[src/qmrpr_pkg.sv]
package qmrpr_pkg;

  // ---------------------------------------------------------------
  // Timing
  // ---------------------------------------------------------------
  localparam int unsigned CLK_MHZ    = 100;
  localparam int unsigned T_RST_US   = 30;
  localparam int unsigned RST_CYCLES = T_RST_US * CLK_MHZ;
  localparam logic [11:0] RST_LAST   = 12'(RST_CYCLES - 1);

  // ---------------------------------------------------------------
  // Command codes
  // ---------------------------------------------------------------
  localparam logic [7:0] CMD_RD_PARAM  = 8'hc0;
  localparam logic [7:0] CMD_SET_WRAP  = 8'h77;
  localparam logic [7:0] CMD_FAST_RD   = 8'h0b;
  localparam logic [7:0] CMD_QUAD_RD   = 8'heb;
  localparam logic [7:0] CMD_WRAP_RD   = 8'h0c;
  localparam logic [7:0] CMD_QPI_ON    = 8'h38;
  localparam logic [7:0] CMD_QPI_OFF   = 8'hff;
  localparam logic [7:0] CMD_RST_EN    = 8'h66;
  localparam logic [7:0] CMD_RST       = 8'h99;
  localparam logic [7:0] CMD_WR_EN     = 8'h06;
  localparam logic [7:0] CMD_WR_DIS    = 8'h04;

  // ---------------------------------------------------------------
  // Serial framing
  // ---------------------------------------------------------------
  localparam logic [3:0]  BYTE_BITS   = 4'h8;
  localparam logic [3:0]  QPI_STEP    = 4'h4;
  localparam logic [3:0]  SPI_STEP    = 4'h1;
  localparam logic [1:0]  ADDR_LAST   = 2'h2;
  localparam logic [1:0]  WRAP_LAST   = 2'h3;
  localparam logic [3:0]  DUMMY_4     = 4'h4;
  localparam logic [3:0]  DUMMY_6     = 4'h6;
  localparam logic [3:0]  DUMMY_8     = 4'h8;
  localparam logic [3:0]  SPI_DUMMY   = 4'h8;
  localparam logic [23:0] WRAP_MIN    = 24'h000008;
  localparam logic [7:0]  FILL_BYTE   = 8'hff;
  localparam logic [3:0]  OE_QPI      = 4'hf;
  localparam logic [3:0]  OE_SPI      = 4'h2;
  localparam logic [3:0]  OE_NONE     = 4'h0;
  localparam logic [5:0]  SYNC_RST    = 6'h20;

  // ---------------------------------------------------------------
  // Register map and buffer
  // ---------------------------------------------------------------
  localparam logic [7:0] ADDR_CTRL   = 8'h00;
  localparam logic [7:0] ADDR_STATUS = 8'h04;
  localparam logic [7:0] ADDR_RADDR  = 8'h08;
  localparam logic [7:0] ADDR_DATA   = 8'h0c;
  localparam int unsigned DATA_W     = 8;
  localparam int unsigned FIFO_DEPTH = 4;

  typedef struct packed {
    logic [1:0] rsvd_hi;
    logic [1:0] dummy_cycle_field;
    logic [1:0] rsvd_mid;
    logic [1:0] wrap_length_field;
  } qmrpr_rdparam_t;

  typedef struct packed {
    logic paused_operation_flag;
    logic busy;
    logic quad_enable_bit;
  } qmrpr_ctrl_t;

  typedef struct packed {
    logic [7:0]     last_cmd;
    qmrpr_rdparam_t read_parameter_byte;
    logic [2:0]     wrap_setting_bits;
    logic           wrap_read;
    logic           reset_busy;
    logic           reset_armed;
    logic           write_enable_latch;
    logic           four_wire_command_mode;
  } qmrpr_status_t;

  typedef enum logic [2:0] {
    S_IDLE, S_CMD, S_ADDR, S_DUMMY, S_DATA, S_PARAM, S_WRAP, S_SKIP
  } qmrpr_state_t;

endpackage : qmrpr_pkg

[src/qmrpr_top.sv]
// Functional notes
// - In four-wire mode, read-parameter command sets dummy clocks and wrap length.
// - Dummy field: 00 and 01 give 4, 10 gives 6, 11 gives 8.
// - Wrap field: 00 8 bytes, 01 16, 10 32, 11 64.
// - In standard mode, set-burst-with-wrap bits set the wrap length.
// - Wrapped burst read acts as fast read, address wraps in aligned window.
// - Enable command enters four-wire mode only when quad enable is set.
// - With quad enable clear, the enable command is ignored.
// - Entering four-wire mode keeps latch, suspend flag and wrap length.
// - Disable command returns from four-wire mode to standard operation.
// - Leaving four-wire mode keeps latch, suspend flag and wrap length.
// - Reset needs reset-enable frame, then reset command in a later frame.
// - Reset-enable and reset are accepted in both modes.
// - Accepted reset aborts internal work and returns to power-on state.
// - Accepted reset clears all volatile settings, parameters and wrap bits.
// - After reset, every command is refused for about 30 us.
`timescale 1ns/1ns
`default_nettype none

module qmrpr_top (
  input  wire logic        pclk,
  input  wire logic        presetn,
  input  wire logic        psel,
  input  wire logic        penable,
  input  wire logic        pwrite,
  input  wire logic [7:0]  paddr,
  input  wire logic [31:0] pwdata,
  output logic      [31:0] prdata,
  output logic             pready,
  output logic             pslverr,
  input  wire logic        cs_n_pin,
  input  wire logic        sclk_pin,
  input  wire logic [3:0]  io_in,
  output logic      [3:0]  io_out,
  output logic      [3:0]  io_oe
);

  // ---------------------------------------------------------------
  // Pin synchronisers and edge finding
  // ---------------------------------------------------------------
  logic [5:0] sync1_reg;
  logic [5:0] sync2_reg;
  logic       cs_d_reg;
  logic       sclk_d_reg;

  // Two flops before any logic; the link clock is only sampled
  always_ff @(posedge pclk or negedge presetn) begin
    if (!presetn) begin
      sync1_reg  <= qmrpr_pkg::SYNC_RST;
      sync2_reg  <= qmrpr_pkg::SYNC_RST;
      cs_d_reg   <= 1'b1;
      sclk_d_reg <= 1'b0;
    end else begin
      sync1_reg  <= {cs_n_pin, sclk_pin, io_in};
      sync2_reg  <= sync1_reg;
      cs_d_reg   <= sync2_reg[5];
      sclk_d_reg <= sync2_reg[4];
    end
  end

  wire       cs_n_s      = sync2_reg[5];
  wire       sclk_s      = sync2_reg[4];
  wire [3:0] io_s        = sync2_reg[3:0];
  wire       frame_start = ~cs_n_s & cs_d_reg;
  wire       frame_end   = cs_n_s & ~cs_d_reg;
  wire       sclk_rise   = ~cs_n_s & sclk_s & ~sclk_d_reg;
  wire       sclk_fall   = ~cs_n_s & ~sclk_s & sclk_d_reg;

  // ---------------------------------------------------------------
  // State and configuration registers
  // ---------------------------------------------------------------
  qmrpr_pkg::qmrpr_state_t   state_reg;
  qmrpr_pkg::qmrpr_rdparam_t rdparam_reg;
  qmrpr_pkg::qmrpr_ctrl_t    ctrl_reg;
  logic [2:0]                wrap_bits_reg;
  logic                      qpi_reg;
  logic                      wel_reg;
  logic                      armed_reg;
  logic                      rst_busy_reg;
  logic [11:0]               rst_cnt_reg;
  logic [7:0]                in_sh_reg;
  logic [3:0]                bit_cnt_reg;
  logic [1:0]                byte_cnt_reg;
  logic [3:0]                dummy_cnt_reg;
  logic [7:0]                cmd_reg;
  logic                      cmd_valid_reg;
  logic                      wrap_rd_reg;
  logic [23:0]               addr_reg;
  logic [7:0]                out_sh_reg;
  logic [3:0]                out_cnt_reg;

  // ---------------------------------------------------------------
  // Serial input shifter
  // ---------------------------------------------------------------
  wire [3:0] step     = qpi_reg ? qmrpr_pkg::QPI_STEP : qmrpr_pkg::SPI_STEP;
  wire [7:0] in_next  = qpi_reg ? {in_sh_reg[3:0], io_s}
                                : {in_sh_reg[6:0], io_s[0]};
  wire [3:0] bit_next = bit_cnt_reg + step;
  wire       byte_done = sclk_rise & (bit_next == qmrpr_pkg::BYTE_BITS);

  // Bits are counted in every state; only input states use the byte
  always_ff @(posedge pclk or negedge presetn) begin
    if (!presetn) begin
      in_sh_reg   <= '0;
      bit_cnt_reg <= '0;
    end else if (frame_start) begin
      bit_cnt_reg <= '0;
    end else if (sclk_rise) begin
      in_sh_reg   <= in_next;
      bit_cnt_reg <= byte_done ? 4'h0 : bit_next;
    end
  end

  // ---------------------------------------------------------------
  // Command decode
  // ---------------------------------------------------------------
  wire is_rdparam = (in_next == qmrpr_pkg::CMD_RD_PARAM) & qpi_reg;
  wire is_setwrap = (in_next == qmrpr_pkg::CMD_SET_WRAP) & ~qpi_reg;
  wire is_wraprd  = (in_next == qmrpr_pkg::CMD_WRAP_RD) & qpi_reg;
  wire is_read    = (in_next == qmrpr_pkg::CMD_FAST_RD) | is_wraprd
                  | ((in_next == qmrpr_pkg::CMD_QUAD_RD) & qpi_reg);

  // Dummy field decode; 00 and 01 both mean four clocks
  wire [1:0] dfield    = rdparam_reg.dummy_cycle_field;
  wire [3:0] dummy_qpi = (dfield == 2'h3) ? qmrpr_pkg::DUMMY_8 :
                         (dfield == 2'h2) ? qmrpr_pkg::DUMMY_6 :
                                            qmrpr_pkg::DUMMY_4;
  wire [3:0] dummy_need = qpi_reg ? dummy_qpi : qmrpr_pkg::SPI_DUMMY;
  wire [3:0] dummy_next = dummy_cnt_reg + 4'h1;

  // Frame-end actions; commands act once chip select rises, but parameter and wrap bytes load at their last bit
  wire end_ok   = frame_end & cmd_valid_reg & ~rst_busy_reg;
  wire do_reset = end_ok & (cmd_reg == qmrpr_pkg::CMD_RST) & armed_reg;
  wire do_qpion = end_ok & (cmd_reg == qmrpr_pkg::CMD_QPI_ON)
                & ctrl_reg.quad_enable_bit & ~qpi_reg;
  wire do_qpioff = end_ok & (cmd_reg == qmrpr_pkg::CMD_QPI_OFF) & qpi_reg;
  wire param_ld = (state_reg == qmrpr_pkg::S_PARAM) & byte_done;
  wire wrap_ld  = (state_reg == qmrpr_pkg::S_WRAP) & byte_done
                & (byte_cnt_reg == qmrpr_pkg::WRAP_LAST);

  // ---------------------------------------------------------------
  // Frame state machine
  // ---------------------------------------------------------------
  // A frame that starts while the reset delay runs is skipped whole
  always_ff @(posedge pclk or negedge presetn) begin
    if (!presetn) begin
      state_reg     <= qmrpr_pkg::S_IDLE;
      cmd_reg       <= '0;
      cmd_valid_reg <= 1'b0;
      byte_cnt_reg  <= '0;
      dummy_cnt_reg <= '0;
      wrap_rd_reg   <= 1'b0;
    end else if (cs_n_s) begin
      state_reg     <= qmrpr_pkg::S_IDLE;
      cmd_valid_reg <= cmd_valid_reg & ~frame_end;
    end else begin
      case (state_reg)
        qmrpr_pkg::S_IDLE: begin
          cmd_valid_reg <= 1'b0;
          state_reg     <= rst_busy_reg ? qmrpr_pkg::S_SKIP
                                        : qmrpr_pkg::S_CMD;
        end
        qmrpr_pkg::S_CMD: begin
          if (byte_done) begin
            cmd_reg       <= in_next;
            cmd_valid_reg <= 1'b1;
            byte_cnt_reg  <= '0;
            wrap_rd_reg   <= is_wraprd;
            if (is_rdparam) begin
              state_reg <= qmrpr_pkg::S_PARAM;
            end else if (is_setwrap) begin
              state_reg <= qmrpr_pkg::S_WRAP;
            end else if (is_read) begin
              state_reg <= qmrpr_pkg::S_ADDR;
            end else begin
              state_reg <= qmrpr_pkg::S_SKIP;
            end
          end
        end
        qmrpr_pkg::S_ADDR: begin
          if (byte_done) begin
            byte_cnt_reg <= byte_cnt_reg + 2'h1;
            if (byte_cnt_reg == qmrpr_pkg::ADDR_LAST) begin
              state_reg     <= qmrpr_pkg::S_DUMMY;
              dummy_cnt_reg <= '0;
            end
          end
        end
        qmrpr_pkg::S_DUMMY: begin
          if (sclk_rise) begin
            dummy_cnt_reg <= dummy_next;
            if (dummy_next == dummy_need) begin
              state_reg <= qmrpr_pkg::S_DATA;
            end
          end
        end
        qmrpr_pkg::S_WRAP: begin
          if (byte_done) begin
            byte_cnt_reg <= byte_cnt_reg + 2'h1;
            if (wrap_ld) state_reg <= qmrpr_pkg::S_SKIP;
          end
        end
        qmrpr_pkg::S_PARAM: begin
          if (byte_done) state_reg <= qmrpr_pkg::S_SKIP;
        end
        default: begin
          state_reg <= state_reg;
        end
      endcase
    end
  end

  // ---------------------------------------------------------------
  // Mode, latch and read settings
  // ---------------------------------------------------------------
  // Mode switches touch only the mode flag, so latch, suspend flag
  // and wrap length ride through unchanged
  always_ff @(posedge pclk or negedge presetn) begin
    if (!presetn) begin
      qpi_reg       <= 1'b0;
      wel_reg       <= 1'b0;
      armed_reg     <= 1'b0;
      rdparam_reg   <= '0;
      wrap_bits_reg <= '0;
    end else if (do_reset) begin
      qpi_reg       <= 1'b0;
      wel_reg       <= 1'b0;
      armed_reg     <= 1'b0;
      rdparam_reg   <= '0;
      wrap_bits_reg <= '0;
    end else begin
      if (do_qpion)  qpi_reg <= 1'b1;
      if (do_qpioff) qpi_reg <= 1'b0;
      if (end_ok && cmd_reg == qmrpr_pkg::CMD_WR_EN)  wel_reg <= 1'b1;
      if (end_ok && cmd_reg == qmrpr_pkg::CMD_WR_DIS) wel_reg <= 1'b0;
      // Any other whole command frame disarms the reset
      if (end_ok) armed_reg <= (cmd_reg == qmrpr_pkg::CMD_RST_EN);
      if (param_ld) rdparam_reg <= in_next;
      if (wrap_ld) begin
        wrap_bits_reg                 <= in_next[6:4];
        rdparam_reg.wrap_length_field <= in_next[6:5];
      end
    end
  end

  // Refusal window after an accepted reset
  always_ff @(posedge pclk or negedge presetn) begin
    if (!presetn) begin
      rst_busy_reg <= 1'b0;
      rst_cnt_reg  <= '0;
    end else if (do_reset) begin
      rst_busy_reg <= 1'b1;
      rst_cnt_reg  <= '0;
    end else if (rst_busy_reg) begin
      rst_cnt_reg  <= rst_cnt_reg + 12'h001;
      rst_busy_reg <= (rst_cnt_reg != qmrpr_pkg::RST_LAST);
    end
  end

  // ---------------------------------------------------------------
  // Read data path
  // ---------------------------------------------------------------
  logic [7:0] fifo_data;
  logic       fifo_valid;
  logic       fifo_in_ready;
  logic       fifo_push;

  wire [23:0] wrap_mask = (qmrpr_pkg::WRAP_MIN << rdparam_reg.wrap_length_field)
                        - 24'h000001;
  wire [23:0] addr_inc  = addr_reg + 24'h000001;
  wire [23:0] addr_wrap = (addr_reg & ~wrap_mask) | (addr_inc & wrap_mask);
  wire        in_data   = (state_reg == qmrpr_pkg::S_DATA);
  wire        byte_start = in_data & sclk_fall & (out_cnt_reg == 4'h0);
  wire        fifo_pop  = byte_start & fifo_valid;
  // An empty buffer sends fill bytes rather than stalling the link
  wire [7:0]  out_byte  = fifo_valid ? fifo_data : qmrpr_pkg::FILL_BYTE;
  wire [7:0]  cur_byte  = (out_cnt_reg == 4'h0) ? out_byte : out_sh_reg;
  wire [3:0]  out_next  = out_cnt_reg + step;

  // Address collects during the address phase, advances per byte
  always_ff @(posedge pclk or negedge presetn) begin
    if (!presetn) begin
      addr_reg <= '0;
    end else if (state_reg == qmrpr_pkg::S_ADDR && byte_done) begin
      addr_reg <= {addr_reg[15:0], in_next};
    end else if (byte_start) begin
      addr_reg <= wrap_rd_reg ? addr_wrap : addr_inc;
    end
  end

  // Output shifter: data change on the falling link edge
  always_ff @(posedge pclk or negedge presetn) begin
    if (!presetn) begin
      out_sh_reg  <= '0;
      out_cnt_reg <= '0;
      io_out      <= '0;
      io_oe       <= qmrpr_pkg::OE_NONE;
    end else if (!in_data || cs_n_s) begin
      out_cnt_reg <= '0;
      io_oe       <= qmrpr_pkg::OE_NONE;
    end else if (sclk_fall) begin
      io_oe       <= qpi_reg ? qmrpr_pkg::OE_QPI : qmrpr_pkg::OE_SPI;
      io_out      <= qpi_reg ? cur_byte[7:4] : {2'h0, cur_byte[7], 1'h0};
      out_sh_reg  <= qpi_reg ? {cur_byte[3:0], 4'h0} : {cur_byte[6:0], 1'h0};
      out_cnt_reg <= (out_next == qmrpr_pkg::BYTE_BITS) ? 4'h0 : out_next;
    end
  end

  qmrpr_fifo #(
    .WIDTH (qmrpr_pkg::DATA_W),
    .DEPTH (qmrpr_pkg::FIFO_DEPTH)
  ) u_fifo (
    .clk       (pclk),
    .rst_n     (presetn),
    .flush     (do_reset),
    .in_valid  (fifo_push),
    .in_ready  (fifo_in_ready),
    .in_data   (pwdata[7:0]),
    .out_valid (fifo_valid),
    .out_ready (fifo_pop),
    .out_data  (fifo_data)
  );

  // ---------------------------------------------------------------
  // APB slave
  // ---------------------------------------------------------------
  qmrpr_pkg::qmrpr_status_t status;

  wire sel_ctrl  = (paddr == qmrpr_pkg::ADDR_CTRL);
  wire sel_stat  = (paddr == qmrpr_pkg::ADDR_STATUS);
  wire sel_raddr = (paddr == qmrpr_pkg::ADDR_RADDR);
  wire sel_data  = (paddr == qmrpr_pkg::ADDR_DATA);
  wire hit       = sel_ctrl | sel_stat | sel_raddr | sel_data;
  wire apb_req   = psel & penable & ~pready;
  // A data write waits in the access phase while the buffer is full
  wire stall     = sel_data & pwrite & ~fifo_in_ready;
  wire apb_done  = apb_req & ~stall;
  wire ctrl_wr   = apb_done & pwrite & sel_ctrl;
  assign fifo_push = apb_done & pwrite & sel_data;

  assign status.last_cmd               = cmd_reg;
  assign status.read_parameter_byte    = rdparam_reg;
  assign status.wrap_setting_bits      = wrap_bits_reg;
  assign status.wrap_read              = wrap_rd_reg & in_data;
  assign status.reset_busy             = rst_busy_reg;
  assign status.reset_armed            = armed_reg;
  assign status.write_enable_latch     = wel_reg;
  assign status.four_wire_command_mode = qpi_reg;

  wire [31:0] rd_mux = sel_ctrl  ? 32'(ctrl_reg) :
                       sel_stat  ? 32'(status) :
                       sel_raddr ? 32'(addr_reg) : 32'h00000000;

  // Answer one cycle into the access phase unless stalled
  always_ff @(posedge pclk or negedge presetn) begin
    if (!presetn) begin
      pready  <= 1'b0;
      pslverr <= 1'b0;
      prdata  <= '0;
    end else begin
      pready  <= apb_done;
      pslverr <= apb_done & ~hit;
      prdata  <= (apb_done & ~pwrite) ? rd_mux : 32'h00000000;
    end
  end

  // Control bits; an accepted reset aborts busy and suspended work
  always_ff @(posedge pclk or negedge presetn) begin
    if (!presetn) begin
      ctrl_reg <= '0;
    end else if (do_reset) begin
      ctrl_reg.busy                  <= 1'b0;
      ctrl_reg.paused_operation_flag <= 1'b0;
    end else if (ctrl_wr) begin
      ctrl_reg <= pwdata[$bits(qmrpr_pkg::qmrpr_ctrl_t)-1:0];
    end
  end

endmodule : qmrpr_top

`default_nettype wire

[src/qmrpr_fifo.sv]
`timescale 1ns/1ns
`default_nettype none

module qmrpr_fifo #(
  parameter int unsigned WIDTH = 8,
  parameter int unsigned DEPTH = 4
) (
  input  wire logic             clk,
  input  wire logic             rst_n,
  input  wire logic             flush,
  input  wire logic             in_valid,
  output logic                  in_ready,
  input  wire logic [WIDTH-1:0] in_data,
  output logic                  out_valid,
  input  wire logic             out_ready,
  output logic      [WIDTH-1:0] out_data
);

  localparam int unsigned AW = (DEPTH > 1) ? $clog2(DEPTH) : 1;
  localparam logic [AW:0]   FULL = (AW+1)'(DEPTH);
  localparam logic [AW-1:0] LAST = AW'(DEPTH - 1);

  logic [WIDTH-1:0] mem_reg [DEPTH];
  logic [AW-1:0]    wr_ptr_reg;
  logic [AW-1:0]    rd_ptr_reg;
  logic [AW:0]      count_reg;
  wire              push = in_valid & in_ready;
  wire              pop  = out_valid & out_ready;

  // Full and empty come from the count, so neither can lie
  assign in_ready  = (count_reg != FULL);
  assign out_valid = (count_reg != '0);
  assign out_data  = mem_reg[rd_ptr_reg];

  // Storage: one flip-flop row per entry
  for (genvar i = 0; i < DEPTH; i++) begin : g_row
    always_ff @(posedge clk) begin
      if (push && wr_ptr_reg == AW'(i)) begin
        mem_reg[i] <= in_data;
      end
    end
  end

  // Pointers and occupancy; flush drops everything at once
  always_ff @(posedge clk or negedge rst_n) begin
    if (!rst_n) begin
      wr_ptr_reg <= '0;
      rd_ptr_reg <= '0;
      count_reg  <= '0;
    end else if (flush) begin
      wr_ptr_reg <= '0;
      rd_ptr_reg <= '0;
      count_reg  <= '0;
    end else begin
      if (push) wr_ptr_reg <= (wr_ptr_reg == LAST) ? '0 : wr_ptr_reg + 1'b1;
      if (pop)  rd_ptr_reg <= (rd_ptr_reg == LAST) ? '0 : rd_ptr_reg + 1'b1;
      count_reg <= count_reg + (AW+1)'(push) - (AW+1)'(pop);
    end
  end

endmodule : qmrpr_fifo

`default_nettype wire

[config.mk]
export PLATFORM = sky130hd
export DESIGN_NAME = qmrpr_top
export DESIGN_NICKNAME = d
export VERILOG_FILES = /design/src/qmrpr_pkg.sv /design/src/qmrpr_top.sv /design/src/qmrpr_fifo.sv
export SDC_FILE = /design/constraint.sdc
export NUM_CORES = 1
export LEC_CHECK = 0
export ABC_AREA = 1
export BUFFER_PORTS_ARGS = -buffer_cell sky130_fd_sc_hd__buf_2
export CAP_MARGIN = 20
export CORE_MARGIN = 10
export CORE_UTILIZATION = 50
export DETAILED_ROUTE_END_ITERATION = 10
export PLACE_DENSITY_LB_ADDON = 0.12
export SLEW_MARGIN = 15
export SYNTH_ARGS = -nofsm -noshare
export SYNTH_HDL_FRONTEND = slang
export SYNTH_SLANG_ARGS = --single-unit
[constraint.sdc]
create_clock -name pclk -period 6.9 [get_ports pclk]
set_clock_uncertainty 0.2 [all_clocks]
set_input_delay 1.38 -clock pclk [delete_from_list [all_inputs] [get_ports pclk]]
set_output_delay 1.38 -clock pclk [all_outputs]
set_load 0.01 [all_outputs]
==> flow_metrics.tcl <==
set metrics [dict create \
    via_per_inst 5.236 \
    clkLatencyLatePin_ns 0.44 \
    drt_first_iter_violations 472 \
    final_max_slew_viol_count 0 \
    final.min_clock_period_ns 4.142 \
    run_status "finished, final reports clean" \
    fin_crit_sh_pct 60.03 \
    fill_cells 1709 \
    wl_per_cell_um 15.63 \
    cts_hold_buffers 0 \
    final.setup.worst_slack_ns 2.758 \
    die_h_um 155.5 \
    whs_ns 0.1479 \
    cts_sinks 180 \
    p_sw_w 0.0008413 \
    dr.pass1.iters 5 \
    die_area_sq_mm 0.02419 \
    top_usage_layer "met2" \
    gr-usage-met3_pct 3.860 \
    arrival_ns 4.24 \
    drc 0 \
    postRouteAntennaNets 0 \
    ys_ff_latch 180 \
    max_stage_delay_ns 0.87 \
    yosys_warnings 0 \
    grt_pass1_wl_um 36200 \
    fmax_ghz 0.2414 \
    cts_resized 0 \
    rows 49 \
    cpLargestDelayFamily "simple AND/OR/NAND/NOR gates" \
    drv_cap 0 \
    leakage_nw 4.659 \
    ir_worst_vdd_mv 0.2017 \
    worstMarginPinSlew_ns 0.9329 \
    grt_use_met2_pct 30.75 \
    drive_gt1_share_pct 10.64 \
    critical_path_required_ns 7.00 \
    cts_tree "built" \
    dieWidth_um 155.5 \
    internal-power_w 0.001820 \
    synth-simple-area-share_pct 26.06 \
    postSynthCellCount 1112 \
    final_hold_viol_count 0 \
    rsz0062_at_grt "false" \
    cts_max_level 4 \
    synthXorXnorAreaFrac_pct 1.526 \
    crit_buf_inv 2 \
    numCtsBuffers 17 \
    gp_congestion 0.8767 \
    clock-root-buffer "clkbuf_16" \
    power_density_mw_per_mm2 260.8 \
    synth_edf_count 32 \
    swShare_pct 31.61 \
    grt_max_degree 78 \
    start_util_pct 50.96 \
    place_ws_ns 2.855 \
    synth_adder_area_share_pct 2.806 \
    avgSynthCellArea_sq_um 8.260 \
    setup_viol 0 \
    netlist_top_cells_area "dfrtp_1 (40%), nand2_1 (12%), edfxtp_1 (10%), inv_1 (5.5%), nor2_1 (4.8%)" \
    synth_top_area_share_pct 39.50 \
    syn_area_sq_mm 0.009185 \
    crit_type "flip-flop to flip-flop" \
    clock_power_share_pct 37.8 \
    clkTransAtPathRegs_ns 0.08 \
    synth_compound_area_share_pct 10.53 \
    port_buffers 60 \
    tns_ns 0 \
    synthArstFlopShare_pct 82.22 \
    seqPwrFrac_pct 46.4 \
    synthMuxAreaShare_pct 0 \
    synth_cell_type_count 49 \
    use_met1_pct 23.98 \
    antenna_found_initial 0 \
    area_growth_pct 11.10 \
    synth_flop_cell "dfrtp_1" \
    clk_path_buf_depth 2 \
    hold_path_class "flip-flop to flip-flop" \
    multi_input_area_sq_mm 0.003789 \
    synth_top_area_cell "dfrtp_1" \
    start_kind "flip-flop" \
    combPwrFrac_pct 15.7 \
    wl_um 21940 \
    core-area_sq_mm 0.01802 \
    area.sequential_sq_mm 0.004668 \
    cts_setup_buffers 0 \
    nets 1233 \
    n_antenna_cell 0 \
    grt.total_usage_pct 18.43 \
    cp_slowest_cell "dfrtp_1" \
    path_cells "inv_1, ha_1, ha_1, nor2_1, nand3_2, nor2_4, nand3_4, nand2_1, inv_1, nand2_1, o221ai_1" \
    endpoint_kind "flip-flop" \
    grt_pass1_vias 7170 \
    vias 7351 \
    post-dp-hpwl_um 15980 \
    max_slew_margin_pct 37.80 \
    grt-ovfl-total 0 \
    io_pins 93 \
    cp_max_fo 33 \
    synth-seq-area-share_pct 50.82 \
    synth_top_family_by_area "simple AND/OR/NAND/NOR gates" \
]
-- worst paths after layout --
kind | start | depth (start not counted) | to | slack [ns]
max | qpi_reg$_DFFE_PN0P_ | 11 | flip-flop | 2.76
min | sync1_reg[3]$_DFF_PN0_ | 0 | sync2_reg[3]$_DFF_PN0_ | 0.15
max reg2reg | qpi_reg$_DFFE_PN0P_ | 11 | flip-flop | 2.76
min reg2reg | sync1_reg[3]$_DFF_PN0_ | 0 | sync2_reg[3]$_DFF_PN0_ | 0.15
max in group asynchronous | presetn | 2 | sync2_reg[1]$_DFF_PN0_ | 4.33
min in group asynchronous | presetn | 1 | prdata[0]$_DFF_PN0_ | 0.78
-- synthesized netlist by cell type (all sizes together), types with 17 or more instances --
cell type  number
a21oi          38
buf            29
dfrtp         145
edfxtp         32
ha             19
inv           140
nand2         287
nand3          82
nand4          22
nor2          125
nor3           17
o21ai          81
-- stage by stage --
stage | utilization, % | instance area (sq um) | power, W | std cells
final | 56.62 | 10200 | 0.002662 | 1404
after global routing | 56.62 | 10200 | 0.002809 | 1404
after CTS | 56.62 | 10200 | 0.002677 | 1404
after detailed placement | 53.19 | 9588 | 0.001671 | 1372
after global placement | 53.19 | 9588 | 0.001662 | 1372
after floorplan | - | 9211 | 0.001545 | 1119
-- power by group through the flow --
stage	Sequential (W)	Clock (W)	Combinational, W
2_1_floorplan	0.00122	0	0.000329
3_3_place_gp	0.00125	0	0.000408
3_5_place_dp	0.00125	0	0.000417
4_1_cts	0.00123	0.00102	0.000420
5_1_grt	0.00125	0.00108	0.000481
6_report	0.00124	0.00101	0.000419
-- logic make-up after synthesis --
logic type,count (synthesis)
simple gates,548
flops,180
buf+inv,178
compound gates,169
fa+ha+maj,20
xor+xnor,16
other cells,1
-- per-layer routing --
layer	wire [um]	vias up
li1	-	3719
met1	10010	3426
met2	10620	176
met3	969	30
met4	336	0
met5	0	-
-- cell type report --
| type | instances | area share [%] |
|---|---|---|
| inverters | 141 | 5.199 |
| clock inverters | 15 | 1.876 |
| flip-flops and latches | 180 | 45.75 |
| well taps | 229 | 2.808 |
| repair buffers | 61 | 3.077 |
| multi-input cells | 761 | 37.13 |
| clock buffers | 17 | 4.169 |
-- cells in the final DEF, fill, tap and decap left out, drive strengths merged, types with 12 or more instances in the layout --
| master | count |
|---|---|
| o22ai | 14 |
| o21ai | 81 |
| inv | 150 |
| o211ai | 14 |
| xor2 | 12 |
| dfrtp | 145 |
| nand3 | 82 |
| buf | 61 |
| nor3 | 17 |
| ha | 19 |
| nand4 | 22 |
| clkbuf | 17 |
| edfxtp | 32 |
| a21oi | 38 |
| nand2 | 287 |
| nor2 | 125 |
(Power assumes the default switching activity.)
